--- config.mk ---
export PLATFORM = sky130hd
export DESIGN_NAME = sgan_mgmt_regs
export DESIGN_NICKNAME = d
export VERILOG_FILES = /design/src/sgan_pkg.sv /design/src/sgan_mgmt_regs.sv /design/src/sgan_rd_mux.sv
export SDC_FILE = /design/constraint.sdc
export NUM_CORES = 1
export LEC_CHECK = 0
export ABC_CLOCK_PERIOD_IN_PS = 2500
export BUFFER_PORTS_ARGS = -buffer_cell sky130_fd_sc_hd__buf_2
export CAP_MARGIN = 20
export CORE_MARGIN = 2
export CORE_UTILIZATION = 26
export CTS_BUF_LIST = sky130_fd_sc_hd__clkbuf_16
export DETAILED_ROUTE_END_ITERATION = 6
export PLACE_DENSITY_LB_ADDON = 0.1
export RECOVER_POWER = 25
export SLEW_MARGIN = 25
export SYNTH_ARGS = -nofsm -noshare
export SYNTH_HDL_FRONTEND = slang
export SYNTH_SLANG_ARGS = --single-unit
--- constraint.sdc ---
create_clock -name clk_sys -period 2.5 [get_ports clk_sys]
set_input_delay 0.25 -clock clk_sys [delete_from_list [all_inputs] [get_ports clk_sys]]
set_output_delay 0.25 -clock clk_sys [all_outputs]
set_load 0.05 [all_outputs]
--- src/sgan_pkg.sv ---
// Constants and types for the negotiation management register block
package sgan_pkg;
  // ----------------------------------------
  // Register addresses
  // ----------------------------------------
  localparam logic [4:0] ADDR_LP_BASE = 5'h05;
  localparam logic [4:0] ADDR_EXPANSION = 5'h06;
  localparam logic [4:0] ADDR_NP_TX = 5'h07;
  localparam logic [4:0] ADDR_NP_RX = 5'h08;
  localparam logic [4:0] ADDR_EXT_STATUS = 5'h0f;
  localparam logic [4:0] ADDR_IRQ_CTRL = 5'h10;
  // ----------------------------------------
  // Field positions and fixed values
  // ----------------------------------------
  localparam int LP_LINK_BIT = 15;
  localparam int LP_ACK_BIT = 14;
  localparam int LP_DUPLEX_BIT = 12;
  localparam int LP_SPEED_HI = 11;
  localparam int LP_SPEED_LO = 10;
  localparam logic [15:0] LP_FIXED = 16'h0001;
  localparam logic [15:0] EXP_FIXED = 16'h0004;
  localparam int EXP_PAGE_BIT = 1;
  localparam int NP_NEXT_BIT = 15;
  localparam int NP_MSG_BIT = 13;
  localparam int NP_ACK2_BIT = 12;
  localparam int NP_CODE_HI = 10;
  localparam logic [15:0] EXT_STATUS_VALUE = 16'h8000;
  localparam int IRQ_STAT_BIT = 1;
  localparam int IRQ_EN_BIT = 0;
  localparam logic [1:0] SPEED_1G = 2'h2;
  localparam logic [1:0] SPEED_100M = 2'h1;
  localparam logic [1:0] SPEED_10M = 2'h0;
  // ----------------------------------------
  // Reset values
  // ----------------------------------------
  localparam logic LP_LINK_RST = 1'h1;
  localparam logic NP_MSG_RST = 1'h1;
  localparam logic [10:0] NULL_MSG_CODE = 11'h001;
  localparam logic IRQ_EN_RST = 1'h1;
  // ----------------------------------------
  // Management frame
  // ----------------------------------------
  localparam logic [1:0] OP_READ = 2'h2;
  localparam logic [1:0] OP_WRITE = 2'h1;
  localparam logic [3:0] HDR_LAST = 4'hc;
  localparam logic [3:0] TA_LAST = 4'h1;
  localparam logic [3:0] DATA_LAST = 4'hf;
  typedef enum logic [3:0] {
    SGAN_IDLE = 4'h1,
    SGAN_HDR = 4'h2,
    SGAN_TA = 4'h4,
    SGAN_DATA = 4'h8
  } sgan_state_t;
endpackage

--- src/sgan_mgmt_regs.sv ---
// Negotiation management registers behind a serial management slave
`timescale 1ns/1ps
`default_nettype none
// Overview of operation
// - Partner link bit reads medium link, resets 1
// - Partner acknowledge bit read-only, set on page
// - Partner duplex and speed read-only, reset zero
// - Partner bit0 reads 1; bits13,9:1 read 0
// - Page received flag clears on read
// - Expansion bit2 reads 1, bit1 is page flag, others zero
// - Next page transmit resets to null message
// - Toggle bits read-only, alternate per page
// - Code field meaning follows message page bit
// - Next page receive register fully read-only
// - Acknowledge-2 writable transmit, read-only receive
// - Extended status reads only bit15 set
// - Completion sets status if enabled; writing 0 to status or to enable clears
// - Interrupt pin follows status bit
// - Enable bit read/write, resets 1; rest zero
module sgan_mgmt_regs (
  input wire logic clk_sys,
  input wire logic rst_b,
  input wire logic mdc,
  input wire logic mdio_in,
  output logic mdio_out,
  output logic mdio_oe_b,
  input wire logic [4:0] phy_addr,
  input wire logic lp_page_valid,
  input wire logic lp_link_up,
  input wire logic lp_ack,
  input wire logic lp_full_duplex,
  input wire logic [1:0] lp_speed,
  input wire logic page_rx,
  input wire logic np_rx_valid,
  input wire logic [15:0] np_rx_word,
  input wire logic np_tx_sent,
  input wire logic neg_done,
  output logic [15:0] np_tx_word,
  output logic negotiation_done_irq_out
);
  // ----------------------------------------
  // Frame engine state
  // ----------------------------------------
  sgan_pkg::sgan_state_t state;
  sgan_pkg::sgan_state_t next_state;
  logic mdc_q;
  logic [3:0] cnt;
  logic [3:0] next_cnt;
  logic [12:0] hdr;
  logic [15:0] sh;
  logic armed;
  logic own;
  logic is_read;
  logic [4:0] reg_addr;
  logic [15:0] rdata;

  wire rise = mdc & ~mdc_q;
  wire st_idle = (state == sgan_pkg::SGAN_IDLE);
  wire st_hdr = (state == sgan_pkg::SGAN_HDR);
  wire st_ta = (state == sgan_pkg::SGAN_TA);
  wire st_data = (state == sgan_pkg::SGAN_DATA);
  wire [12:0] hdr_next = {hdr[11:0], mdio_in};
  wire hdr_start_ok = hdr_next[12];
  wire [1:0] hdr_op = hdr_next[11:10];
  wire [4:0] hdr_pa = hdr_next[9:5];
  wire [4:0] hdr_ra = hdr_next[4:0];
  wire op_rd = (hdr_op == sgan_pkg::OP_READ);
  wire op_wr = (hdr_op == sgan_pkg::OP_WRITE);
  wire hdr_match = hdr_start_ok & (hdr_pa == phy_addr) & (op_rd | op_wr);
  wire start = st_idle & rise & armed & ~mdio_in;
  wire hdr_done = st_hdr & rise & (cnt == sgan_pkg::HDR_LAST);
  wire ta_first = st_ta & rise & (cnt == 4'h0);
  wire ta_last = st_ta & rise & (cnt == sgan_pkg::TA_LAST);
  wire data_last = st_data & rise & (cnt == sgan_pkg::DATA_LAST);
  wire shift_en = ta_last | (st_data & rise);
  wire rd_en = ta_first & own & is_read;
  wire wr_en = data_last & own & ~is_read;
  wire [15:0] wr_data = {sh[14:0], mdio_in};
  wire drive_bit = shift_en & ~data_last & own & is_read;

  // ----------------------------------------
  // Frame sequencing
  // ----------------------------------------
  always_comb begin
    next_state = state;
    unique case (state)
      sgan_pkg::SGAN_IDLE: begin
        if (start) begin
          next_state = sgan_pkg::SGAN_HDR;
        end
      end
      sgan_pkg::SGAN_HDR: begin
        if (hdr_done) begin
          next_state = sgan_pkg::SGAN_TA;
        end
      end
      sgan_pkg::SGAN_TA: begin
        if (ta_last) begin
          next_state = sgan_pkg::SGAN_DATA;
        end
      end
      sgan_pkg::SGAN_DATA: begin
        if (data_last) begin
          next_state = sgan_pkg::SGAN_IDLE;
        end
      end
    endcase
  end

  assign next_cnt = (next_state != state) ? 4'h0 : (rise ? cnt + 4'h1 : cnt);

  always_ff @(posedge clk_sys or negedge rst_b) begin
    if (!rst_b) begin
      state <= sgan_pkg::SGAN_IDLE;
      cnt <= 4'h0;
      mdc_q <= 1'b0;
    end else begin
      state <= next_state;
      cnt <= next_cnt;
      mdc_q <= mdc;
    end
  end

  // A start bit is only taken after a one, so short preambles work
  always_ff @(posedge clk_sys or negedge rst_b) begin
    if (!rst_b) begin
      armed <= 1'b0;
    end else if (!st_idle) begin
      armed <= 1'b0;
    end else if (rise && mdio_in) begin
      armed <= 1'b1;
    end
  end

  // Frames for other addresses are tracked to their end but not answered
  always_ff @(posedge clk_sys or negedge rst_b) begin
    if (!rst_b) begin
      hdr <= 13'h0000;
      own <= 1'b0;
      is_read <= 1'b0;
      reg_addr <= 5'h00;
    end else if (start) begin
      hdr <= 13'h0000;
    end else if (st_hdr && rise) begin
      hdr <= hdr_next;
      if (hdr_done) begin
        own <= hdr_match;
        is_read <= op_rd;
        reg_addr <= hdr_ra;
      end
    end
  end

  always_ff @(posedge clk_sys or negedge rst_b) begin
    if (!rst_b) begin
      sh <= 16'h0000;
    end else if (rd_en) begin
      sh <= rdata;
    end else if (shift_en) begin
      sh <= wr_data;
    end
  end

  // Turnaround drives zero in its second bit, then data msb first
  always_ff @(posedge clk_sys or negedge rst_b) begin
    if (!rst_b) begin
      mdio_out <= 1'b0;
      mdio_oe_b <= 1'b1;
    end else if (rd_en) begin
      mdio_out <= 1'b0;
      mdio_oe_b <= 1'b0;
    end else if (drive_bit) begin
      mdio_out <= sh[15];
    end else if (data_last || st_idle) begin
      mdio_out <= 1'b0;
      mdio_oe_b <= 1'b1;
    end
  end

  // ----------------------------------------
  // Register bank
  // ----------------------------------------
  logic lp_link;
  logic lp_ack_q;
  logic lp_duplex;
  logic [1:0] lp_speed_q;
  logic page_flag;
  logic np_next;
  logic np_msg;
  logic np_ack2;
  logic np_toggle;
  logic [10:0] np_code;
  logic [15:0] np_rx;
  logic irq_en;
  logic irq_stat;
  logic np_touched;

  wire wr_tx = wr_en & (reg_addr == sgan_pkg::ADDR_NP_TX);
  wire wr_irq = wr_en & (reg_addr == sgan_pkg::ADDR_IRQ_CTRL);
  wire rd_exp = rd_en & (reg_addr == sgan_pkg::ADDR_EXPANSION);
  wire irq_clr = wr_irq & ~wr_data[sgan_pkg::IRQ_STAT_BIT];
  wire next_irq_en = wr_irq ? wr_data[sgan_pkg::IRQ_EN_BIT] : irq_en;
  wire next_irq_stat = next_irq_en & (neg_done | (irq_stat & ~irq_clr));
  wire next_page_flag = page_rx | (page_flag & ~rd_exp);

  // Partner base page fields, captured when the negotiation hands one over
  always_ff @(posedge clk_sys or negedge rst_b) begin
    if (!rst_b) begin
      lp_link <= sgan_pkg::LP_LINK_RST;
      lp_ack_q <= 1'b0;
      lp_duplex <= 1'b0;
      lp_speed_q <= sgan_pkg::SPEED_10M;
    end else if (lp_page_valid) begin
      lp_link <= lp_link_up;
      lp_ack_q <= lp_ack;
      lp_duplex <= lp_full_duplex;
      lp_speed_q <= lp_speed;
    end
  end

  // A page arriving in the clearing read's cycle stays visible
  always_ff @(posedge clk_sys or negedge rst_b) begin
    if (!rst_b) begin
      page_flag <= 1'b0;
    end else begin
      page_flag <= next_page_flag;
    end
  end

  always_ff @(posedge clk_sys or negedge rst_b) begin
    if (!rst_b) begin
      np_next <= 1'b0;
      np_msg <= sgan_pkg::NP_MSG_RST;
      np_ack2 <= 1'b0;
      np_code <= sgan_pkg::NULL_MSG_CODE;
    end else if (wr_tx) begin
      np_next <= wr_data[sgan_pkg::NP_NEXT_BIT];
      np_msg <= wr_data[sgan_pkg::NP_MSG_BIT];
      np_ack2 <= wr_data[sgan_pkg::NP_ACK2_BIT];
      np_code <= wr_data[sgan_pkg::NP_CODE_HI:0];
    end
  end

  always_ff @(posedge clk_sys or negedge rst_b) begin
    if (!rst_b) begin
      np_toggle <= 1'b0;
      np_rx <= 16'h0000;
    end else begin
      np_toggle <= np_toggle ^ np_tx_sent;
      if (np_rx_valid) begin
        np_rx <= np_rx_word;
      end
    end
  end

  always_ff @(posedge clk_sys or negedge rst_b) begin
    if (!rst_b) begin
      irq_en <= sgan_pkg::IRQ_EN_RST;
      irq_stat <= 1'b0;
    end else begin
      irq_en <= next_irq_en;
      irq_stat <= next_irq_stat;
    end
  end

  assign np_tx_word = {np_next, 1'b0, np_msg, np_ack2, np_toggle, np_code};
  assign negotiation_done_irq_out = irq_stat;

  sgan_rd_mux u_rd_mux (
    .addr(reg_addr),
    .lp_link(lp_link),
    .lp_ack(lp_ack_q),
    .lp_duplex(lp_duplex),
    .lp_speed(lp_speed_q),
    .page_flag(page_flag),
    .np_tx_word(np_tx_word),
    .np_rx_word(np_rx),
    .irq_stat(irq_stat),
    .irq_en(irq_en),
    .rdata(rdata)
  );

  // ----------------------------------------
  // Checks
  // ----------------------------------------
  always_ff @(posedge clk_sys or negedge rst_b) begin
    if (!rst_b) begin
      np_touched <= 1'b0;
    end else if (wr_tx) begin
      np_touched <= 1'b1;
    end
  end
endmodule
`default_nettype wire

--- src/sgan_rd_mux.sv ---
// Read data selection for the negotiation management registers
`timescale 1ns/1ps
`default_nettype none
module sgan_rd_mux (
  input wire logic [4:0] addr,
  input wire logic lp_link,
  input wire logic lp_ack,
  input wire logic lp_duplex,
  input wire logic [1:0] lp_speed,
  input wire logic page_flag,
  input wire logic [15:0] np_tx_word,
  input wire logic [15:0] np_rx_word,
  input wire logic irq_stat,
  input wire logic irq_en,
  output logic [15:0] rdata
);
  wire [15:0] lp_word;
  wire [15:0] exp_word;
  wire [15:0] irq_word;
  wire sel_lp = (addr == sgan_pkg::ADDR_LP_BASE);
  wire sel_exp = (addr == sgan_pkg::ADDR_EXPANSION);
  wire sel_tx = (addr == sgan_pkg::ADDR_NP_TX);
  wire sel_rx = (addr == sgan_pkg::ADDR_NP_RX);
  wire sel_ext = (addr == sgan_pkg::ADDR_EXT_STATUS);
  wire sel_irq = (addr == sgan_pkg::ADDR_IRQ_CTRL);

  assign lp_word = {lp_link, lp_ack, 1'b0, lp_duplex, lp_speed, 10'h000} | sgan_pkg::LP_FIXED;
  assign exp_word = {14'h0000, page_flag, 1'b0} | sgan_pkg::EXP_FIXED;
  assign irq_word = {14'h0000, irq_stat, irq_en};

  // Unlisted addresses read as zero
  assign rdata = ({16{sel_lp}} & lp_word)
               | ({16{sel_exp}} & exp_word)
               | ({16{sel_tx}} & np_tx_word)
               | ({16{sel_rx}} & np_rx_word)
               | ({16{sel_ext}} & sgan_pkg::EXT_STATUS_VALUE)
               | ({16{sel_irq}} & irq_word);
endmodule
`default_nettype wire
# Yosys cells after proc, flatten, opt, wreduce, memory -nomap -nowiden
# Index checks and enable logic that the tools add are counted.
totals:
  ff_bits: 86
  latch_bits: 0
  ramBits: 0
  mem_bits_ro: 0
  inputBits: 35
  out_inout_bits: 19
  elab_cells: 125
  mem_count: 0
classes:
  add_sub_neg: 1
  mul: 0
  n_div: 0
  n_lt_le_gt_ge: 0
  eq_ne: 19
  shift: 0
  mux: 20
  n_bitwise: 50
  n_reduce_logical: 11
op_table:
  columns: ["cell", "count"]
  rows:
  - ["$or 16x16->16", 5]
  - ["$and 16x16->16", 3]
  - ["$mux 16", 2]
  - ["$and 1x1->1", 27]
  - ["$mux 12", 2]
  - ["$mux 4", 6]
  - ["$and 16x2->16", 1]
  - ["$and 16x3->16", 1]
  - ["$pmux 4 s4", 1]
  - ["$eq 5x3->1 const B", 3]
  - ["$eq 4x4->1 const B", 3]
  - ["$eq 5x4->1 const B", 2]
  - ["$mux 1", 9]
  - ["$eq 4x1->1 const B", 2]
  - ["$not 1->1", 8]
  - ["$reduce_bool 2->1", 4]
  - ["$eq 5x5->1", 1]
  - ["$eq 5x5->1 const B", 1]
  - ["$add 4x1->4 const B", 1]
  - ["$eq 4x2->1 const B", 1]
  - ["$eq 4x3->1 const B", 1]
  - ["$logic_not 4->1", 1]
  - ["$ne 4x4->1", 1]
  - ["$or 1x1->1", 4]
  - ["other kinds (10)", 11]

# Depth between registers and ports, before layout
depth:
  ltp_word: 12
  depth_mapped: 7
  mapped_depth_nobuf: 6

# By module
# A second synthesis with hierarchy kept.
unflattened:
  hier_cells: 352
  area_unflattened_um2: 4119.0
by_module_without_submodules:
  columns: ["module", "n_inst", "cells_each", "area_each_um2", "seq_area_each_um2"]
  rows:
  - ["sgan_mgmt_regs", 1, 308, 3743.6, 2159.6]
  - ["sgan_rd_mux", 1, 44, 375.4, 0.0]

# Least setup slack after synthesis
# No wires, ideal clock.
synth_path:
  path_kind: "register to register"
  from: "register cnt[0]"
  to: "register np_code[10]"
  arrival_ns: 1.601
  required_time_ns: 2.372
  slack_ns: 0.771
  stages_incl_launch_ff: 7
  path_buffers: 1
  period_less_slack_ns: 1.729
  cell_sequence: "dfrtp_1 ha_1 nand3b_1 nor3b_2 nand3_2 buf_2 mux2_1"
synth_between:
  elab_chain_len: 5
synth_lines:
  columns: ["element", "line_no", "source"]
  rows:
  - ["start, declared", "sgan_mgmt_regs.sv:47", "logic [3:0] cnt;"]
  - ["start signal, assigned", "sgan_mgmt_regs.sv:119", "cnt <= next_cnt;"]
  - ["$eq 4x4->1", "sgan_mgmt_regs.sv:74", "wire data_last = st_data & rise & (cnt == sgan_pkg::DATA_LAST);"]
  - ["$and 1x1->1", "sgan_mgmt_regs.sv:74", null]
  - ["$and 1x1->1 (2 in a row)", "sgan_mgmt_regs.sv:77", "wire wr_en = data_last & own & ~is_read;"]
  - ["$and 1x1->1", "sgan_mgmt_regs.sv:198", "wire wr_tx = wr_en & (reg_addr == sgan_pkg::ADDR_NP_TX);"]
  - ["end signal, assigned", "sgan_mgmt_regs.sv:235", "np_code <= sgan_pkg::NULL_MSG_CODE;"]
  - ["end signal, assigned", "sgan_mgmt_regs.sv:240", "np_code <= wr_data[sgan_pkg::NP_CODE_HI:0];"]
  - ["end, declared", "sgan_mgmt_regs.sv:192", "logic [10:0] np_code;"]
# No other way between the ends.
# A chain may end at the register's enable or synchronous reset.

# Final worst setup path
layout_path:
  from: "register state[0]"
  to: "register state[0]"
layout_between:
  elab_chain_len: 6
  word_cells_on_any_way: 18
  cone_classes: "eq/ne (4); mux (5); bitwise (9)"
layout_lines:
  columns: ["element", "line_no", "source"]
  rows:
  - ["start, declared", "sgan_mgmt_regs.sv:44", "sgan_pkg::sgan_state_t state;"]
  - ["start signal, assigned", "sgan_mgmt_regs.sv:114", "state <= sgan_pkg::SGAN_IDLE;"]
  - ["start signal, assigned", "sgan_mgmt_regs.sv:118", "state <= next_state;"]
  - ["$eq 4x1->1", "sgan_mgmt_regs.sv:58, sgan_mgmt_regs.sv:86", null]
  - ["$and 1x1->1 (3 in a row)", "sgan_mgmt_regs.sv:70", "wire start = st_idle & rise & armed & ~mdio_in;"]
  - ["$mux 4", "sgan_mgmt_regs.sv:88", "if (start) begin"]
  - ["$pmux 4 s4 *", "sgan_mgmt_regs.sv:86", "unique case (state)"]
  - ["via next_state[0]", "sgan_mgmt_regs.sv:45", "sgan_pkg::sgan_state_t next_state;"]
# Mark *: on every way through the listed nets, which the timed path passes. The rest lies on a longest branch.

==> results.tsv <==
stage	metric	value	unit
routing	vias	2727	
global_route	grt_max_degree	49	
setup_path	cpMaxStageDelayCell	and4b_1	
setup_path	cp.required	2.75	ns
clocking	clk_pin_slew_worst_paths	0.06	ns
setup_path	slowest_delay	0.64	ns
cells_and_area	post-route-cell-area	4770	um^2
cells_and_area	drive_gt1_share	31.9	%
global_route	antenna_found_initial	0	
logic_synthesis	synthArstFlopShare	100	%
power	p_per_area	677	nW/um^2
clocking	cts-root-buf	clkbuf_16	
clocking	clk_latency	0.34	ns
routing	drtAntennaViolNets	0	
placement	place_area	4450	um^2
floorplanning	fp.dieW	128	um
clocking	postCtsSetupBuffers	0	
setup_path	critPathArrivalTime	2.35	ns
setup_path	critPathLaunchType	register	
logic_synthesis	ys_seq_area_share	54.3	%
setup_path	reg2reg_setup_slack	0.40	ns
clocking	cts_tree	done	
logic_synthesis	syn_inst	333	
global_route	grt_pass1_vias	2888	
floorplanning	fp.dieH	128	um
routing	drc	0	
logic_synthesis	syn_nets	372	
timing	slew_headroom	28.8	%
timing	setup_viol	0	
setup_path	rr_worst_depth	4	
logic_synthesis	synth_cell_types	51	
placement	hpwl	6.55	mm
global_route	grt_overflow	0	
clocking	cts_hold_buf	1	
logic_synthesis	syn-mean-instance-area	11.9	um^2
logic_synthesis	synth_area	3980	um^2
logic_synthesis	synth_edf_count	0	
floorplanning	ioPinCount	54	
hold_path	min-delay-start	np_tx_sent	
placement	dp.cells	563	
clocking	clock_path_buffers	2	
job	max_cap_viol_count	0	
placement	numPortBuffers	52	
routing	drtIter0Drc	152	
placement	gp_congestion	0.782	
setup_path	r2r-end	state[0]	
floorplanning	dieArea	16300	um^2
hold_path	hp-class	in2reg	
clocking	ctsResizeCount	0	
setup_path	r2r-start	state[0]	
cells_and_area	antenna-diode-count	0	
global_route	grt_pass1_wl	15.6	mm
outcome	status	complete, no violations	
setup_path	cp-end-kind	register	
clocking	cts_sinks	86	
timing	drv_slew	0	
logic_synthesis	ys_ff_latch	86	
timing	finalHoldViolCount	0	
routing	vias_per_cell	4.70	
logic_synthesis	ys_warn_count	0	
cells_and_area	fin_cells	580	
floorplanning	start_util	26.4	%
clocking	cts-buffers-inserted	9	
floorplanning	rows	45	
timing	grt_setup_unrepaired	no	
routing	routed_wirelength	9.49	mm
setup_path	crit_chain	inv_1 > nor4_1 > and4b_1 > o21ai_0	
hold_path	min_path_cells	2	
placement	place_ws	0.355	ns
timing	fmax	475	MHz
hold_path	holdPathEnd	np_toggle	
setup_path	path_max_fanout	13	
floorplanning	core_area	15100	um^2
power	ir_drop	302	uV
power	leakagePower	2.20	nW
routing	wl_per_cell	16.4	um
clocking	h-tree-depth	3	
setup_path	worst-setup-path-type	reg2reg	
routing	first_pass_iters	4	
timing	clock_skew	0.00745	ns
timing	finalWorstSetupSlack	0.396	ns
cells_and_area	syn_to_final_growth	20.0	%
timing	finalCritPeriodShare	84.2	%
timing	fin_crit	2.10	ns
logic_synthesis	ys.flop_type	dfrtp_1	
global_route	grt_util_all_layers	12.5	%
timing	setup_tns	0	ns
timing	worst_pin_slew	1.07	ns
cells_and_area	fin_nets	426	
## placed cells by master, fill, tap and decap left out, types with 5 or more instances in the layout
| cell type | synthesis | routed |
|---|---|---|
| dfrtp_1 | 80 | 80 |
| buf_2 | 4 | 49 |
| mux2_2 | 37 | 37 |
| nand2_1 | 33 | 33 |
| a21oi_1 | 28 | 28 |
| mux2i_1 | 19 | 19 |
| a221oi_1 | 10 | 10 |
| inv_1 | 8 | 9 |
| nor2_1 | 9 | 9 |
| clkbuf_16 | 0 | 9 |
| buf_4 | 5 | 8 |
| nand3_1 | 7 | 7 |
| o21ai_0 | 6 | 6 |
| nand4_1 | 5 | 5 |
| xnor2_1 | 5 | 5 |
| mux2_1 | 5 | 5 |
| dfstp_2 | 6 | 5 |
## critical path, delay by kind of cell, from the launching register on
kind	cells	cell delay (ns)
and+or+nand+nor	2	1.24
DFF	1	0.56
AOI/OAI and AO/OA	1	0.15
buffers and inverters	1	0.07
## state kept, by name, indices dropped and copies added, names as in the netlist, 2 cells and up
name        flops
cnt             4
hdr            12
lp_speed_q      2
np_code        11
np_rx          16
reg_addr        5
sh             16
state           4
## metrics by stage
| step | hold slack, ns | util [%] | total power [mW] |
|---|---|---|---|
| 2_1_floorplan | -0.0456 | - | 1.73 |
| 3_3_place_gp | 0.282 | 29.5 | 1.84 |
| 3_5_place_dp | 0.284 | 29.5 | 1.84 |
| 4_1_cts | 0.0530 | 31.7 | 3.30 |
| 5_1_grt | 0.0614 | 31.6 | 3.40 |
| 6_report | 0.0811 | 31.6 | 3.23 |
## cells by family (layout without fill, tap and decap cells)
family,count (synthesis),in the layout,share of synthesized area [%]
fa+ha+maj,4,4,1.26
other cells,1,1,0.0943
flops,86,86,54.3
simple gates,86,86,12.6
buf+inv,27,86,3.33
mux,61,61,16.7
compound gates,59,59,9.72
xor+xnor,9,9,1.98
## area by class of cell
| class | count | area, um^2 |
|---|---|---|
| Clock buffer | 9 | 225 |
| Tap cell | 188 | 235 |
| Fill cell | 1562 | 10300 |
| Clock inverter | 7 | 88.8 |
| Sequential cell | 86 | 2160 |
| Timing Repair Buffer | 62 | 348 |
| Multi-Input combinational cell | 220 | 1690 |
| Inverter | 8 | 30.0 |
## synth_stat cells (all sizes together) (2+ instances only)
library cell	instances	area share, %
and3	2	0.31
nand3	8	1.1
nor2b	4	0.63
nor2	10	1.0
a221oi	10	2.2
mux2	42	12
ha	4	1.3
nor3	3	0.38
and3b	2	0.44
dfrtp	80	50
buf	10	1.7
nor3b	4	1.3
mux2i	19	4.8
a222oi	2	0.50
or3	2	0.44
clkbuf	9	0.85
a21oi	28	3.5
nand3b	3	0.57
a22oi	4	0.75
a22o	2	0.44
inv	8	0.75
o21ai	6	0.75
xnor2	5	1.1
nand2	34	3.4
nand4	6	1.1
dfstp	6	4.0
nor4b	2	0.82
xor2	4	0.88
## power by group
| group | switching (mW) | internal [mW] |
|---|---|---|
| Sequential | 0.0730 | 1.47 |
| Combinational | 0.157 | 0.116 |
| Clock | 0.549 | 0.870 |
| Total | 0.779 | 2.45 |
## worst max path at each step
| stage | to | depth (start not counted) | startpoint | slack [ns] |
|---|---|---|---|---|
| 2_1_floorplan | np_code[10] | 6 | cnt[0] | 0.77 |
| 3_3_place_gp | state[0] | 4 | state[0] | 0.39 |
| 3_5_place_dp | state[0] | 4 | state[0] | 0.35 |
| 4_1_cts | state[0] | 4 | state[0] | 0.35 |
| 5_1_grt | cnt[3] | 5 | state[0] | 0.22 |
| 6_report | state[0] | 4 | state[0] | 0.40 |
## layer usage
metal	global-route usage, %	wire length, um
met1	17.1	4580
met2	19.0	4350
met3	2.50	371
met4	6.01	197
met5	0	0
Power figures use the tool's default switching activity.
